## config.mk

```make
export PLATFORM = sky130hd
export DESIGN_NAME = nvc_ctrl
export DESIGN_NICKNAME = d
export VERILOG_FILES = /design/src/common/nvc_pkg.sv /design/src/core/nvc_ctrl.sv
export SDC_FILE = /design/constraint.sdc
export NUM_CORES = 1
export LEC_CHECK = 0
export BUFFER_PORTS_ARGS = -buffer_cell sky130_fd_sc_hd__buf_4
export CAP_MARGIN = 20
export CORE_AREA = 2 2 97 99
export CTS_CLUSTER_SIZE = 30
export DETAILED_ROUTE_END_ITERATION = 8
export DIE_AREA = 0 0 99 101
export PLACE_DENSITY = 0.72
export SYNTH_ARGS = -nofsm -noshare
export SYNTH_HDL_FRONTEND = slang
export SYNTH_SLANG_ARGS = --single-unit
```

## constraint.sdc

```tcl
create_clock -name core_clk_i -period 4 [get_ports core_clk_i]
set_input_delay 0.6 -clock core_clk_i [delete_from_list [all_inputs] [get_ports core_clk_i]]
set_output_delay 0.6 -clock core_clk_i [all_outputs]
set_load 0.05 [all_outputs]
```

## src/common/nvc_pkg.sv

```systemverilog
// package for the host-side controller of a shadowed static ram
// assumes a 25 MHz core clock and an asynchronous byte-wide memory part
package nvc_pkg;
   localparam int CLK_MHZ = 25;
   localparam int ADDR_W = 15;
   localparam int DATA_W = 8;
   // phase lengths in core cycles (40 ns each)
   localparam int SETUP_CYC = 1;
   localparam int STROBE_CYC = 2;
   localparam int HOLD_CYC = 1;
   // store_duration 10 ms, longest; recall_duration allowance 550 us
   localparam int STORE_DURATION_US = 10000;
   localparam int STORE_CYC = STORE_DURATION_US * CLK_MHZ;
   localparam int RECALL_DURATION_US = 550;
   localparam int RECALL_CYC = RECALL_DURATION_US * CLK_MHZ;
   // access_completion_allowance 1 us, least
   localparam int ALLOW_US = 1;
   localparam int ALLOW_CYC = ALLOW_US * CLK_MHZ;
   // software sequence addresses
   localparam logic [14:0] SEQ_A0 = 15'h0E38;
   localparam logic [14:0] SEQ_A1 = 15'h31C7;
   localparam logic [14:0] SEQ_A2 = 15'h03E0;
   localparam logic [14:0] SEQ_A3 = 15'h3C1F;
   localparam logic [14:0] SEQ_A4 = 15'h303F;
   localparam logic [14:0] SEQ_STORE = 15'h0FC0;
   localparam logic [14:0] SEQ_RECALL = 15'h0C63;

   typedef enum logic [1:0] {
      NVC_CMD_READ = 2'b00,
      NVC_CMD_WRITE = 2'b01,
      NVC_CMD_STORE = 2'b10,
      NVC_CMD_RECALL = 2'b11
   } nvc_cmd_type;

   typedef struct packed {
      nvc_cmd_type cmd;
      logic [14:0] addr;
      logic [7:0] wdata;
   } nvc_req_type;

   typedef struct packed {
      logic chip_on_n;
      logic output_drive_n;
      logic input_latch_n;
   } nvc_strobe_type;
endpackage

```

## src/core/nvc_ctrl.sv

```systemverilog
// host controller issuing reads, writes, software store and recall
// assumes the memory pins are wired straight to the part, one core clock
// Operation
// - host holds address through write end
// - six reads ending 0FC0 start store
// - six reads ending 0C63 start recall
// - sequence uses chip-framed reads only
`timescale 1ns/1ns
module nvc_ctrl #(
   parameter int STORE_CYC = nvc_pkg::STORE_CYC,
   parameter int RECALL_CYC = nvc_pkg::RECALL_CYC
) (
   input wire logic core_clk_i,
   input wire logic srst_i,
   input wire nvc_pkg::nvc_req_type req_i,
   input wire logic req_valid_i,
   output logic req_ready_o,
   output logic [7:0] rdata_o,
   output logic rdata_valid_o,
   input wire logic hw_save_i,
   output logic written_o,
   output logic [14:0] byte_location_lines_o,
   output nvc_pkg::nvc_strobe_type strobe_o,
   input wire logic [7:0] shared_byte_lines_i,
   output logic [7:0] shared_byte_lines_o,
   output logic shared_byte_lines_oe_o,
   input wire logic hard_save_busy_n_i,
   output logic hard_save_busy_n_o,
   output logic hard_save_busy_n_oe_o
);
   typedef enum logic [3:0] {
      ST_IDLE = 4'b0000,
      ST_SETUP = 4'b0001,
      ST_STROBE = 4'b0010,
      ST_HOLD = 4'b0011,
      ST_SEQ = 4'b0100,
      ST_NV_WAIT = 4'b0101,
      ST_HW_LOW = 4'b0110,
      ST_HW_BUSY = 4'b0111,
      ST_HW_REL = 4'b1000
   } nvc_state_type;

   localparam int CW = $clog2(STORE_CYC + RECALL_CYC + 1);

   nvc_state_type state_q;
   logic [CW-1:0] cnt_q;
   logic [2:0] seq_idx_q;
   nvc_pkg::nvc_req_type cur_q;
   logic [7:0] dq_in_meta_q, dq_in_q;
   logic hsb_meta_q, hsb_q;
   logic written_q;
   logic [14:0] seq_addr;
   logic [2:0] seq_nxt;

   // pin inputs through two flops
   always_ff @(posedge core_clk_i) begin
      dq_in_meta_q <= shared_byte_lines_i;
      dq_in_q <= dq_in_meta_q;
      hsb_meta_q <= hard_save_busy_n_i;
      hsb_q <= hsb_meta_q;
   end

   // address of the next sequence step; step 0 is loaded in idle
   assign seq_nxt = seq_idx_q + 3'd1;

   always_comb begin
      case (seq_nxt)
         3'd1: seq_addr = nvc_pkg::SEQ_A1;
         3'd2: seq_addr = nvc_pkg::SEQ_A2;
         3'd3: seq_addr = nvc_pkg::SEQ_A3;
         3'd4: seq_addr = nvc_pkg::SEQ_A4;
         default: begin
            if (cur_q.cmd == nvc_pkg::NVC_CMD_STORE) begin
               seq_addr = nvc_pkg::SEQ_STORE;
            end else begin
               seq_addr = nvc_pkg::SEQ_RECALL;
            end
         end
      endcase
   end

   always_ff @(posedge core_clk_i) begin
      if (srst_i) begin
         state_q <= ST_IDLE;
         cnt_q <= '0;
         seq_idx_q <= 3'd0;
         cur_q <= '0;
         req_ready_o <= 1'b0;
         rdata_o <= 8'h00;
         rdata_valid_o <= 1'b0;
         written_o <= 1'b0;
         written_q <= 1'b0;
         byte_location_lines_o <= 15'h0000;
         strobe_o <= 3'b111;
         shared_byte_lines_o <= 8'h00;
         shared_byte_lines_oe_o <= 1'b0;
         hard_save_busy_n_o <= 1'b0;
         hard_save_busy_n_oe_o <= 1'b0;
      end else begin
         rdata_valid_o <= 1'b0;
         req_ready_o <= 1'b0;
         written_o <= written_q;
         case (state_q)
            ST_IDLE: begin
               // wait for device busy to clear first
               if (hsb_q && hw_save_i) begin
                  hard_save_busy_n_o <= 1'b0;
                  hard_save_busy_n_oe_o <= 1'b1;
                  cnt_q <= CW'(nvc_pkg::ALLOW_CYC);
                  state_q <= ST_HW_LOW;
               end else if (hsb_q && req_valid_i) begin
                  cur_q <= req_i;
                  req_ready_o <= 1'b1;
                  seq_idx_q <= 3'd0;
                  state_q <= ST_SETUP;
                  if (req_i.cmd == nvc_pkg::NVC_CMD_STORE ||
                      req_i.cmd == nvc_pkg::NVC_CMD_RECALL) begin
                     byte_location_lines_o <= nvc_pkg::SEQ_A0;
                  end else begin
                     byte_location_lines_o <= req_i.addr;
                  end
                  shared_byte_lines_o <= req_i.wdata;
               end
            end
            ST_SETUP: begin
               // address settles before any strobe
               cnt_q <= CW'(nvc_pkg::STROBE_CYC);
               state_q <= ST_STROBE;
               if (cur_q.cmd == nvc_pkg::NVC_CMD_WRITE) begin
                  // output drive stays high for writes
                  strobe_o <= 3'b010;
                  shared_byte_lines_oe_o <= 1'b1;
               end else if (cur_q.cmd == nvc_pkg::NVC_CMD_READ) begin
                  strobe_o <= 3'b001;
               end else begin
                  // sequence reads framed by chip_on_n only
                  strobe_o <= 3'b011;
               end
            end
            ST_STROBE: begin
               if (cnt_q > CW'(1)) begin
                  cnt_q <= cnt_q - CW'(1);
               end else begin
                  if (cur_q.cmd == nvc_pkg::NVC_CMD_WRITE) begin
                     written_q <= 1'b1;
                  end
                  strobe_o <= 3'b111;
                  state_q <= ST_HOLD;
               end
            end
            ST_HOLD: begin
               // address and data held one cycle past strobe rise
               shared_byte_lines_oe_o <= 1'b0;
               // pin flops add two cycles, so the byte is taken here
               if (cur_q.cmd == nvc_pkg::NVC_CMD_READ) begin
                  rdata_o <= dq_in_q;
                  rdata_valid_o <= 1'b1;
               end
               if (cur_q.cmd == nvc_pkg::NVC_CMD_READ ||
                   cur_q.cmd == nvc_pkg::NVC_CMD_WRITE) begin
                  state_q <= ST_IDLE;
               end else begin
                  state_q <= ST_SEQ;
               end
            end
            ST_SEQ: begin
               // nothing else may interleave, or the device aborts
               if (seq_idx_q == 3'd5) begin
                  if (cur_q.cmd == nvc_pkg::NVC_CMD_STORE) begin
                     cnt_q <= CW'(STORE_CYC);
                  end else begin
                     cnt_q <= CW'(RECALL_CYC);
                  end
                  state_q <= ST_NV_WAIT;
               end else begin
                  seq_idx_q <= seq_nxt;
                  byte_location_lines_o <= seq_addr;
                  state_q <= ST_SETUP;
               end
            end
            ST_NV_WAIT: begin
               // device disabled; wait worst case
               if (cnt_q > CW'(1)) begin
                  cnt_q <= cnt_q - CW'(1);
               end else begin
                  written_q <= 1'b0;
                  state_q <= ST_IDLE;
               end
            end
            ST_HW_LOW: begin
               // hold low for exactly the completion allowance, 25 cycles
               if (cnt_q > CW'(1)) begin
                  cnt_q <= cnt_q - CW'(1);
               end else begin
                  hard_save_busy_n_oe_o <= 1'b0;
                  cnt_q <= CW'(STORE_CYC);
                  state_q <= ST_HW_BUSY;
               end
            end
            ST_HW_BUSY: begin
               // device keeps pin low until store done
               if (hsb_q) begin
                  state_q <= ST_HW_REL;
               end else if (cnt_q > CW'(1)) begin
                  cnt_q <= cnt_q - CW'(1);
               end else begin
                  state_q <= ST_HW_REL;
               end
            end
            ST_HW_REL: begin
               written_q <= 1'b0;
               if (!hw_save_i) begin
                  state_q <= ST_IDLE;
               end
            end
            default: state_q <= ST_IDLE;
         endcase
      end
   end
endmodule

```

* Yosys cells after proc, flatten, opt, wreduce, memory -nomap -nowiden
Cells that the tools add are included.
** Cells by class
- Bitwise logic cells :: 3
- Reductions and logical operators :: 24
- Muxes and demuxes :: 42
- Magnitude comparators :: 1
- Add/subtract/negate cells :: 2
- Equality and inequality tests :: 31
** Operator list (number)
- one-hot mux 19 bit (6 select lines) :: 1
- two-way mux 19 bit :: 5
- two-way mux 15 bit :: 4
- one-hot mux 14 bit (4 select lines) :: 1
- one-hot mux 4 bit (9 select lines) :: 1
- two-way mux 4 bit :: 8
- one-hot mux 15 bit (2 select lines) :: 1
- inequality test 2 bit (second input constant) :: 12
- greater-than comparator 19 x 1 -> 1 bit (second input constant) :: 1
- subtractor 19 x 1 -> 19 bit (second input constant) :: 1
- two-way mux 18 bit :: 1
- two-way mux 3 bit :: 6
- equality test 4 x 3 -> 1 bit (second input constant) :: 4
- one-hot mux 3 bit (2 select lines) :: 2
- AND reduction 4 bit :: 3
- two-way mux 10 bit :: 1
- equality test 4 x 2 -> 1 bit (second input constant) :: 2
- nonzero test 2 bit :: 4
- equality test 2 bit (second input constant) :: 3
- equality test 3 x 2 -> 1 bit (second input constant) :: 2
- equality test 3 bit (second input constant) :: 2
- two-way mux 1 bit :: 6
- inequality test 3 bit (second input constant) :: 2
- AND reduction 2 bit :: 3
- 19 further kinds :: 27
** Storage, ports and cells
- Register bits after elaboration :: 86

* Longest topological paths before layout
Gate-level depths: netlist of the first run.
- Depth in word-level cells :: 6
- Depth in mapped cells :: 9

* Least setup slack after synthesis of the first run
OpenSTA, ideal clock, no wires.
- Kind :: flip-flop to flip-flop
- From :: register cnt_q[5]
- To :: register cnt_q[17]
- Data required time :: 3.878 ns
- Arrival time :: 2.116 ns
- Period minus slack after synthesis :: 2.238 ns
- Path buffers :: 2
- Cell stages (with the launch flop) :: 9
- Path slack :: 1.762 ns
- Cell sequence :: dfxtp_1 buf_6 or4_4 buf_6 nor4_4 nand3_2 xnor2_1 o211a_1 a221o_1
** On the way
- Longest elaborated chain between the ends :: 4
- Elaborated cells between the ends (all ways) :: 6
- Classes of those cells :: add/sub: 1; order compare: 1; mux: 4
** RTL lines
- from (decl) :: line nvc_ctrl.sv:46 : logic [CW-1:0] cnt_q;
- from (signal assigned) :: line nvc_ctrl.sv:109 : cnt_q <= CW'(nvc_pkg::ALLOW_CYC);
- from (signal assigned) :: line nvc_ctrl.sv:127 : cnt_q <= CW'(nvc_pkg::STROBE_CYC);
- from (signal assigned) :: line nvc_ctrl.sv:142 : cnt_q <= cnt_q - CW'(1);
- subtractor 19 x 1 -> 19 bit / greater-than comparator 19 x 1 -> 1 bit (equally long branches)
- two-way mux 19 bit :: line nvc_ctrl.sv:141, nvc_ctrl.sv:183, nvc_ctrl.sv:204
- two-way mux 19 bit :: line nvc_ctrl.sv:202 : if (hsb_q) begin
- one-hot mux 19 bit (6 select lines) (*) :: line nvc_ctrl.sv:103 : case (state_q)
Mark *: on every way between the ends. The rest lies on a longest branch, timed or not. The select of a mux whose other input is x is not followed.
A chain may end at the register's enable or synchronous reset.

* Worst setup path after layout of the first run
- From :: register state_q[1]
- To :: register cnt_q[1]
** On the way
- Longest elaborated chain between the ends :: 4
- Elaborated cells between the ends (all ways) :: 14
- Classes of those cells :: eq/ne: 9; mux: 1; reduce/logical: 4
** RTL lines
- from (decl) :: line nvc_ctrl.sv:45 : nvc_state_type state_q;
- from (signal assigned) :: line nvc_ctrl.sv:84 : state_q <= ST_IDLE;
- from (signal assigned) :: line nvc_ctrl.sv:110 : state_q <= ST_HW_LOW;
- from (signal assigned) :: line nvc_ctrl.sv:115 : state_q <= ST_SETUP;
- equality test 4 x 3 -> 1 bit / equality test 4 x 2 -> 1 bit (equally long branches) :: line nvc_ctrl.sv:103
- OR reduction 2 bit (no line)
- nonzero test 6 bit (no line)
- AND reduction 4 bit (no line)
Parallel ways exist; a longest one is shown, timed or not.

==> run_results.csv, run 1 <==
group,metric,value,unit
sta,setup_tns,0,ns
synth,ys.flop_type,"dfxtp_1",
global_route,grt_max_degree,65,
clock_tree,cts_root_buf,"clkbuf_8",
sta,rsz0062_at_grt,"false",
finish,post-route-util,53.2,%
synth,synthCells,441,
sta,finalHoldWorstSlack,0.328,ns
drt,wire_per_inst,15.4,um
placement,dpl.hpwl,6.62,mm
pwr,ir_drop,0.336,mV
pwr,fin_total_pwr,3800,uW
worst_setup_path,cp.buffers_inverters,1,
finish,num_antenna_cells,0,
worst_setup_path,critPathMaxFanout,17,
finish,final_common_cell,"dfxtp_1",
worst_setup_path,crit_path_start_kind,"flop",
pwr,p_leak,0.00198,uW
worst_setup_path,slowest_stage,"dfxtp_1",
pwr,p_int,2060,uW
finish,fin_nets,546,
clock_tree,htreeDepth,3,
clock_tree,clkTransAtPathRegs,0.10,ns
placement,port_buffers,76,
synth,ys_types,70,
finish,n_fill_cell,814,
drt,vias,3426,
pwr,p_clk_share,18.5,%
outcome,status,"complete, no violations",
sta,worstMarginPinSlew,0.702,ns
global_route,grt_pass1_wl,15.8,mm
sta,hold_viol,0,
floorplan,start_util,44.1,%
floorplan,rows,35,
worst_hold_path,hold_path.class,"flop to flop",
global_route,grt_pass1_vias,3251,
synth,synth_nets,486,
finish,drive_gt1_share,23.1,%
sta,slew_headroom,53.2,%
clock_tree,numCtsBuffers,9,
pwr,pwr_density_cell,794,nW/um^2
sta,setup_violations,0,
clock_tree,ctsHoldBuffers,0,
clock_tree,clock_path_buffers,2,
worst_setup_path,end_kind,"flop",
finish,areaGrowthSynthToFinish,20.7,%
synth,ys_warn_count,0,
pwr,swShare,45.8,%
clock_tree,post_cts_buffers,0,
worst_setup_path,criticalPathCategory,"flop to flop",
placement,dpl_cell_area,4550,sq um
finish,ff_latch_area,1720,sq um
finish,final_cell_mix,"dfxtp_1, buf_4, nor2_1",
drt,first_pass_iters,4,
finish,finalInstanceArea,4780,sq um
clock_tree,cts_resized,0,
worst_setup_path,path_cells,"or3b_1 > a21oi_2 > nor3b_2 > nor3_1 > buf_4 > nor2_1 > a22o_1",
worst_setup_path,r2r-start,"state_q[1]",
clock_tree,clk_latency,0.37,ns
synth,ys_seq_area_share,43.5,%
worst_setup_path,cpPeakStageDelay,0.64,ns
drt,drc_errors,0,
pwr,sequentialPowerShare,31.2,%
sta,clock_skew,0.0167,ns
drt,avgViaCountPerCell,5.55,
pwr,comb_power_share,50.3,%
synth,synth-async-reset-ratio,0,%
placement,finalWeightedCongestion,0.928,
sta,finalCriticalPeriod,2.47,ns
worst_setup_path,cp_data_arrival_time,2.77,ns
floorplan,io_pins,78,
synth,ys_ff_latch,86,
sta,timing.final.crit_share,61.7,%
global_route,gr-total-overflow,0,
global_route,gr-usage-all-layers,19.4,%
drt,drtAntennaViolNets,0,
clock_tree,cts_tree,"done",
worst_setup_path,critPathTopFamily,"simple AND/OR/NAND/NOR gates",
pwr,power_switching,1740,uW
floorplan,chipHeight,101,um
sta,fmax,405,MHz
sta,drv_slew,0,
clock_tree,clock_sinks,86,
finish,multiInputGateArea,2050,sq um
worst_hold_path,hp-start,"dq_in_meta_q[0]",
synth,synth_area,3960,sq um
floorplan,die_x,99,um
drt,drt_wl_total,9.53,mm
floorplan,dieArea,10000,sq um
synth,avgSynthCellArea,8.98,sq um
floorplan,coreArea,8980,sq um
worst_setup_path,critPathLaunch,"state_q[1]",
drt,drt_iter0_markers,240,
worst_setup_path,crit_required,4.30,ns
global_route,grt_antenna_before_repair,0,
synth,synth_edf_count,0,
job,drv_cap,0,
-- synthesized netlist by cell type, drive strengths merged, types with 10 or more instances --
cell / count / share of area, %
o21ai: 24 / 3.0
mux2i: 19 / 4.8
a211oi: 10 / 1.9
nor3: 18 / 2.4
buf: 15 / 2.2
nor2: 58 / 5.7
nand2: 34 / 3.2
dfxtp: 86 / 43
inv: 10 / 0.95
clkbuf: 16 / 1.5
a21oi: 23 / 3.0
nor4: 13 / 3.3
-- sequential cells by signal (all words and copies together), names as in the netlist, 3 cells and up --
signal,count
cnt_q,19
shared_byte_lines_o,8
strobe_o,3
dq_in_meta_q,8
seq_idx_q,3
dq_in_q,8
state_q,4
byte_location_lines_o,15
rdata_o,8
-- final cells by class --
class	instances	share of cell area (%)
Inverter	10	0.785
Multi-Input combinational cell	314	43.0
Timing Repair Buffer	80	12.6
Sequential cell	86	36.0
Tap cell	111	2.91
Clock buffer	9	2.59
Clock inverter	7	2.15
-- power groups by stage --
stage / registers (uW) / clock network [uW] / logic (uW)
after floorplan: 1340 / 0 / 1320
after global placement: 1190 / 0 / 1850
after detailed placement: 1200 / 0 / 1880
after CTS: 1180 / 716 / 1900
after global routing: 1210 / 756 / 2080
final: 1180 / 704 / 1910
-- metrics by stage --
step	worst slack, ns	cells
floorplan	1.76	441
global placement	1.70	601
detailed placement	1.59	601
CTS	1.56	617
global route	1.27	617
finish	1.53	617
-- metal layers --
metal | global-route usage [%] | wire length [um] | up-vias
li1 | - | - | 1710
met1 | 25.2 | 4210 | 1603
met2 | 31.0 | 4610 | 91
met3 | 4.92 | 516 | 22
met4 | 7.48 | 197 | 0
met5 | 0 | 0 | -
-- logic make-up (layout without fill, tap and decap cells) --
family          after synthesis  count (layout)  synth area share [%]
buf+inv                      41             106                  4.67
mux                          19              19                  4.80
fa+ha+maj                     8               8                  2.46
simple gates                164             164                  22.5
compound gates              114             114                  20.3
xor+xnor                      8               8                  1.77
flops                        86              86                  43.5
other cells                   1               1                0.0947
-- worst paths after layout --
kind	to	slack [ns]	cells past startpoint
setup / recovery	cnt_q[1]	1.53	7
hold / removal	dq_in_q[0]	0.33	0
setup reg to reg	cnt_q[1]	1.53	7
hold reg to reg	dq_in_q[0]	0.33	0
-- worst register-to-register path: stages (launching register included) --
cell     delay [ns]
dfxtp_1        0.64
or3b_1         0.45
a21oi_2        0.22
nor3b_2        0.26
nor3_1         0.07
buf_4          0.21
nor2_1         0.34
a22o_1         0.21
Power figures use the tool's default switching activity.
==> inputs of run 2 (changes only) <==
Settings changed: ABC_AREA set to 1, CORE_AREA 2 2 97 99 to 2 2 98 100, DIE_AREA 0 0 99 101 to 0 0 100 102, PLACE_DENSITY 0.72 to 0.75.
Clock period 4 ns to 2.15 ns, I/O delays scaled along.
==> run 2 against run 1 <==
Net effect: clock power up 70%; register-to-register slack worse by 1.3 ns; highest routed layer unchanged; via count up 12%; worst setup slack worse by 1.3 ns; non-clock buffer count up 7; clock skew down 0.0067 ns; largest cell class unchanged; utilization up 0.70 points; sequential share of layout area down 0.98 points; global-route usage up 1.1 points; power up 97%.
==> run_results.csv, run 2 <==
group,metric,value,unit
synth,yosys-top-cells-area,"dfxtp_1, nand2_1, nor2_1",
worst_setup_path,cp_common_cell,"inv_2",
synth,synth_edf_count,0,
clock_tree,cts_tree,"done",
drt,wire_per_inst,12.9,um
global_route,grt_pass1_vias,3712,
pwr,swShare,49.3,%
finish,fin_nets,698,
drt,vias,3846,
placement,port_buffers,76,
finish,num_antenna_cells,0,
floorplan,dieArea,10200,sq um
worst_hold_path,hold_path.class,"primary input to flop",
synth,ys_types,36,
synth,ys_ff_latch,86,
worst_setup_path,cp_data_arrival_time,2.22,ns
worst_setup_path,criticalPathCategory,"flop to flop",
synth,yosys.area.top_type,"dfxtp_1",
synth,synth_commonest_cells,"nand2_1, dfxtp_1, nor2_1, inv_1, o21ai_0",
finish,final_common_cell,"nand2_1",
drt,first_pass_iters,5,
job,drv_cap,0,
sta,hold_viol,0,
finish,regMostFlops,"cnt_q",
synth,synth_nets,618,
pwr,p_int,3790,uW
sta,setup_tns,0,ns
pwr,power_switching,3690,uW
floorplan,die_x,100,um
global_route,grt_max_degree,34,
floorplan,coreArea,9110,sq um
clock_tree,htreeDepth,3,
worst_setup_path,crit_path_start_kind,"flop",
synth,ys_warn_count,0,
pwr,pwr_density_cell,1520,nW/um^2
sta,fmax,516,MHz
worst_setup_path,cpPeakStageDelay,0.53,ns
pwr,comb_power_share,54.4,%
drt,drt_wl_total,9.95,mm
drt,drt_iter0_markers,201,
pwr,sequentialPowerShare,29.6,%
synth,synth-async-reset-ratio,0,%
sta,clock_skew,0.00995,ns
pwr,p_clk_share,16.1,%
clock_tree,clkTransAtPathRegs,0.09,ns
sta,timing.final.crit_share,90.2,%
worst_setup_path,critPathMaxFanout,23,
placement,finalWeightedCongestion,1.00,
drt,drtAntennaViolNets,0,
synth,synth_top_cell_area_share,42.8,%
global_route,gr-total-overflow,0,
clock_tree,numCtsBuffers,9,
finish,multiInputGateArea,1940,sq um
floorplan,io_pins,78,
outcome,status,"complete, no violations",
worst_setup_path,slowest_stage,"dfxtp_1",
sta,drv_slew,0,
finish,ff_latch_area,1720,sq um
synth,avgSynthCellArea,7.02,sq um
finish,drive_gt1_share,20.7,%
finish,areaGrowthSynthToFinish,22.2,%
pwr,ir_drop,1.00,mV
synth,synthCells,573,
finish,largest_register_ff_count,19,
synth,ys.flop_type,"dfxtp_1",
finish,reg_top3,"cnt_q: 19 flops, byte_location_lines_o: 15 flops",
placement,dp_cells,751,
sta,finalCriticalPeriod,1.94,ns
clock_tree,clock_sinks,86,
sta,finalHoldWorstSlack,0.0546,ns
clock_tree,ctsHoldBuffers,0,
drt,avgViaCountPerCell,5.00,
sta,setup_violations,0,
placement,dpl.hpwl,7.20,mm
finish,n_fill_cell,859,
worst_setup_path,crit_required,2.43,ns
clock_tree,clock_path_buffers,2,
finish,layout.cells.non_filler,769,
clock_tree,clk_latency,0.36,ns
pwr,p_leak,0.00236,uW
synth,ys_seq_area_share,42.8,%
floorplan,rows,35,
drt,drc_errors,0,
floorplan,start_util,44.1,%
floorplan,chipHeight,102,um
global_route,grt_pass1_wl,16.8,mm
finish,final_cell_mix,"nand2_1, buf_4, nor2_1, dfxtp_1, inv_1",
clock_tree,cts_root_buf,"clkbuf_8",
synth,synth.most_common_cell,"nand2_1",
global_route,grt_antenna_before_repair,0,
global_route,gr-usage-all-layers,20.5,%
synth,synth_area,4020,sq um
worst_setup_path,path_cells,"nor2_2 > inv_2 > nor2_4 > nand3_1 > nand3_2 > inv_2 > o21ai_0 > a31oi_1",
sta,rsz0062_at_grt,"false",
worst_setup_path,end_kind,"flop",
run 2: final timing paths:
kind | endpoint | cells past startpoint | slack (ns) | start
max | byte_location_lines_o[11] | 8 | 0.21 | state_q[1]
min | dq_in_meta_q[1] | 1 | 0.05 | shared_byte_lines_i[1]
max reg2reg | byte_location_lines_o[11] | 8 | 0.21 | state_q[1]
min reg2reg | dq_in_q[4] | 0 | 0.33 | dq_in_meta_q[4]
run 2: power groups by stage:
stage	registers (uW)	clock network, uW	logic, uW
after global routing	2250	1300	4540
final	2210	1200	4070
after CTS	2200	1220	4000
after global placement	2220	0	3930
after floorplan	2710	0	2630
after detailed placement	2230	0	3980
run 2: timing repair:
item / CTS / global route
buffers inserted: 0 / 2
resized for setup: 0 / 1
setup endpoints to repair: 0 / 3
run 2: logic make-up after synthesis:
kind of cell	after synthesis	share of synthesized area, %
flip-flops	86	42.8
other	1	0.0933
buffers and inverters	81	8.96
AND/OR/NAND/NOR	273	28.6
AO/OA/AOI/OAI	120	16.2
adder cells (fa/ha/maj)	7	2.18
XOR/XNOR	5	1.09
run 2: cell type report:
type,instances,area share (%)
multi-input combinational,406,39.5
clock buffer,10,2.80
timing repair buffer,87,13.3
sequential,86,35.0
clock inverter,6,1.63
inverter,63,4.86
tap,111,2.83
run 2: worst max-delay path, delay by kind of cell (launching register included):
family / cells / cell delay [ns]
flip-flops: 1 / 0.53
AO/OA/AOI/OAI: 2 / 0.30
buffers and inverters: 2 / 0.48
AND/OR/NAND/NOR: 4 / 0.56
run 2: layer usage:
metal	vias to the layer above	track usage, %	part of all wire [%]
li1	1980	-	-
met1	1717	25.5	43
met2	131	34.8	48
met3	18	4.51	6.4
met4	0	8.22	2.4
met5	-	0	0
run 2: through the flow:
stage	setup WS, ns	power [uW]	cell area, sq um	utilization, %
after floorplan	0.586	5330	4020	-
after global placement	0.218	6150	4680	51.3
after detailed placement	0.191	6210	4680	51.3
after CTS	0.178	7430	4890	53.7
after global routing	0.0530	8090	4910	53.9
final	0.212	7480	4910	53.9
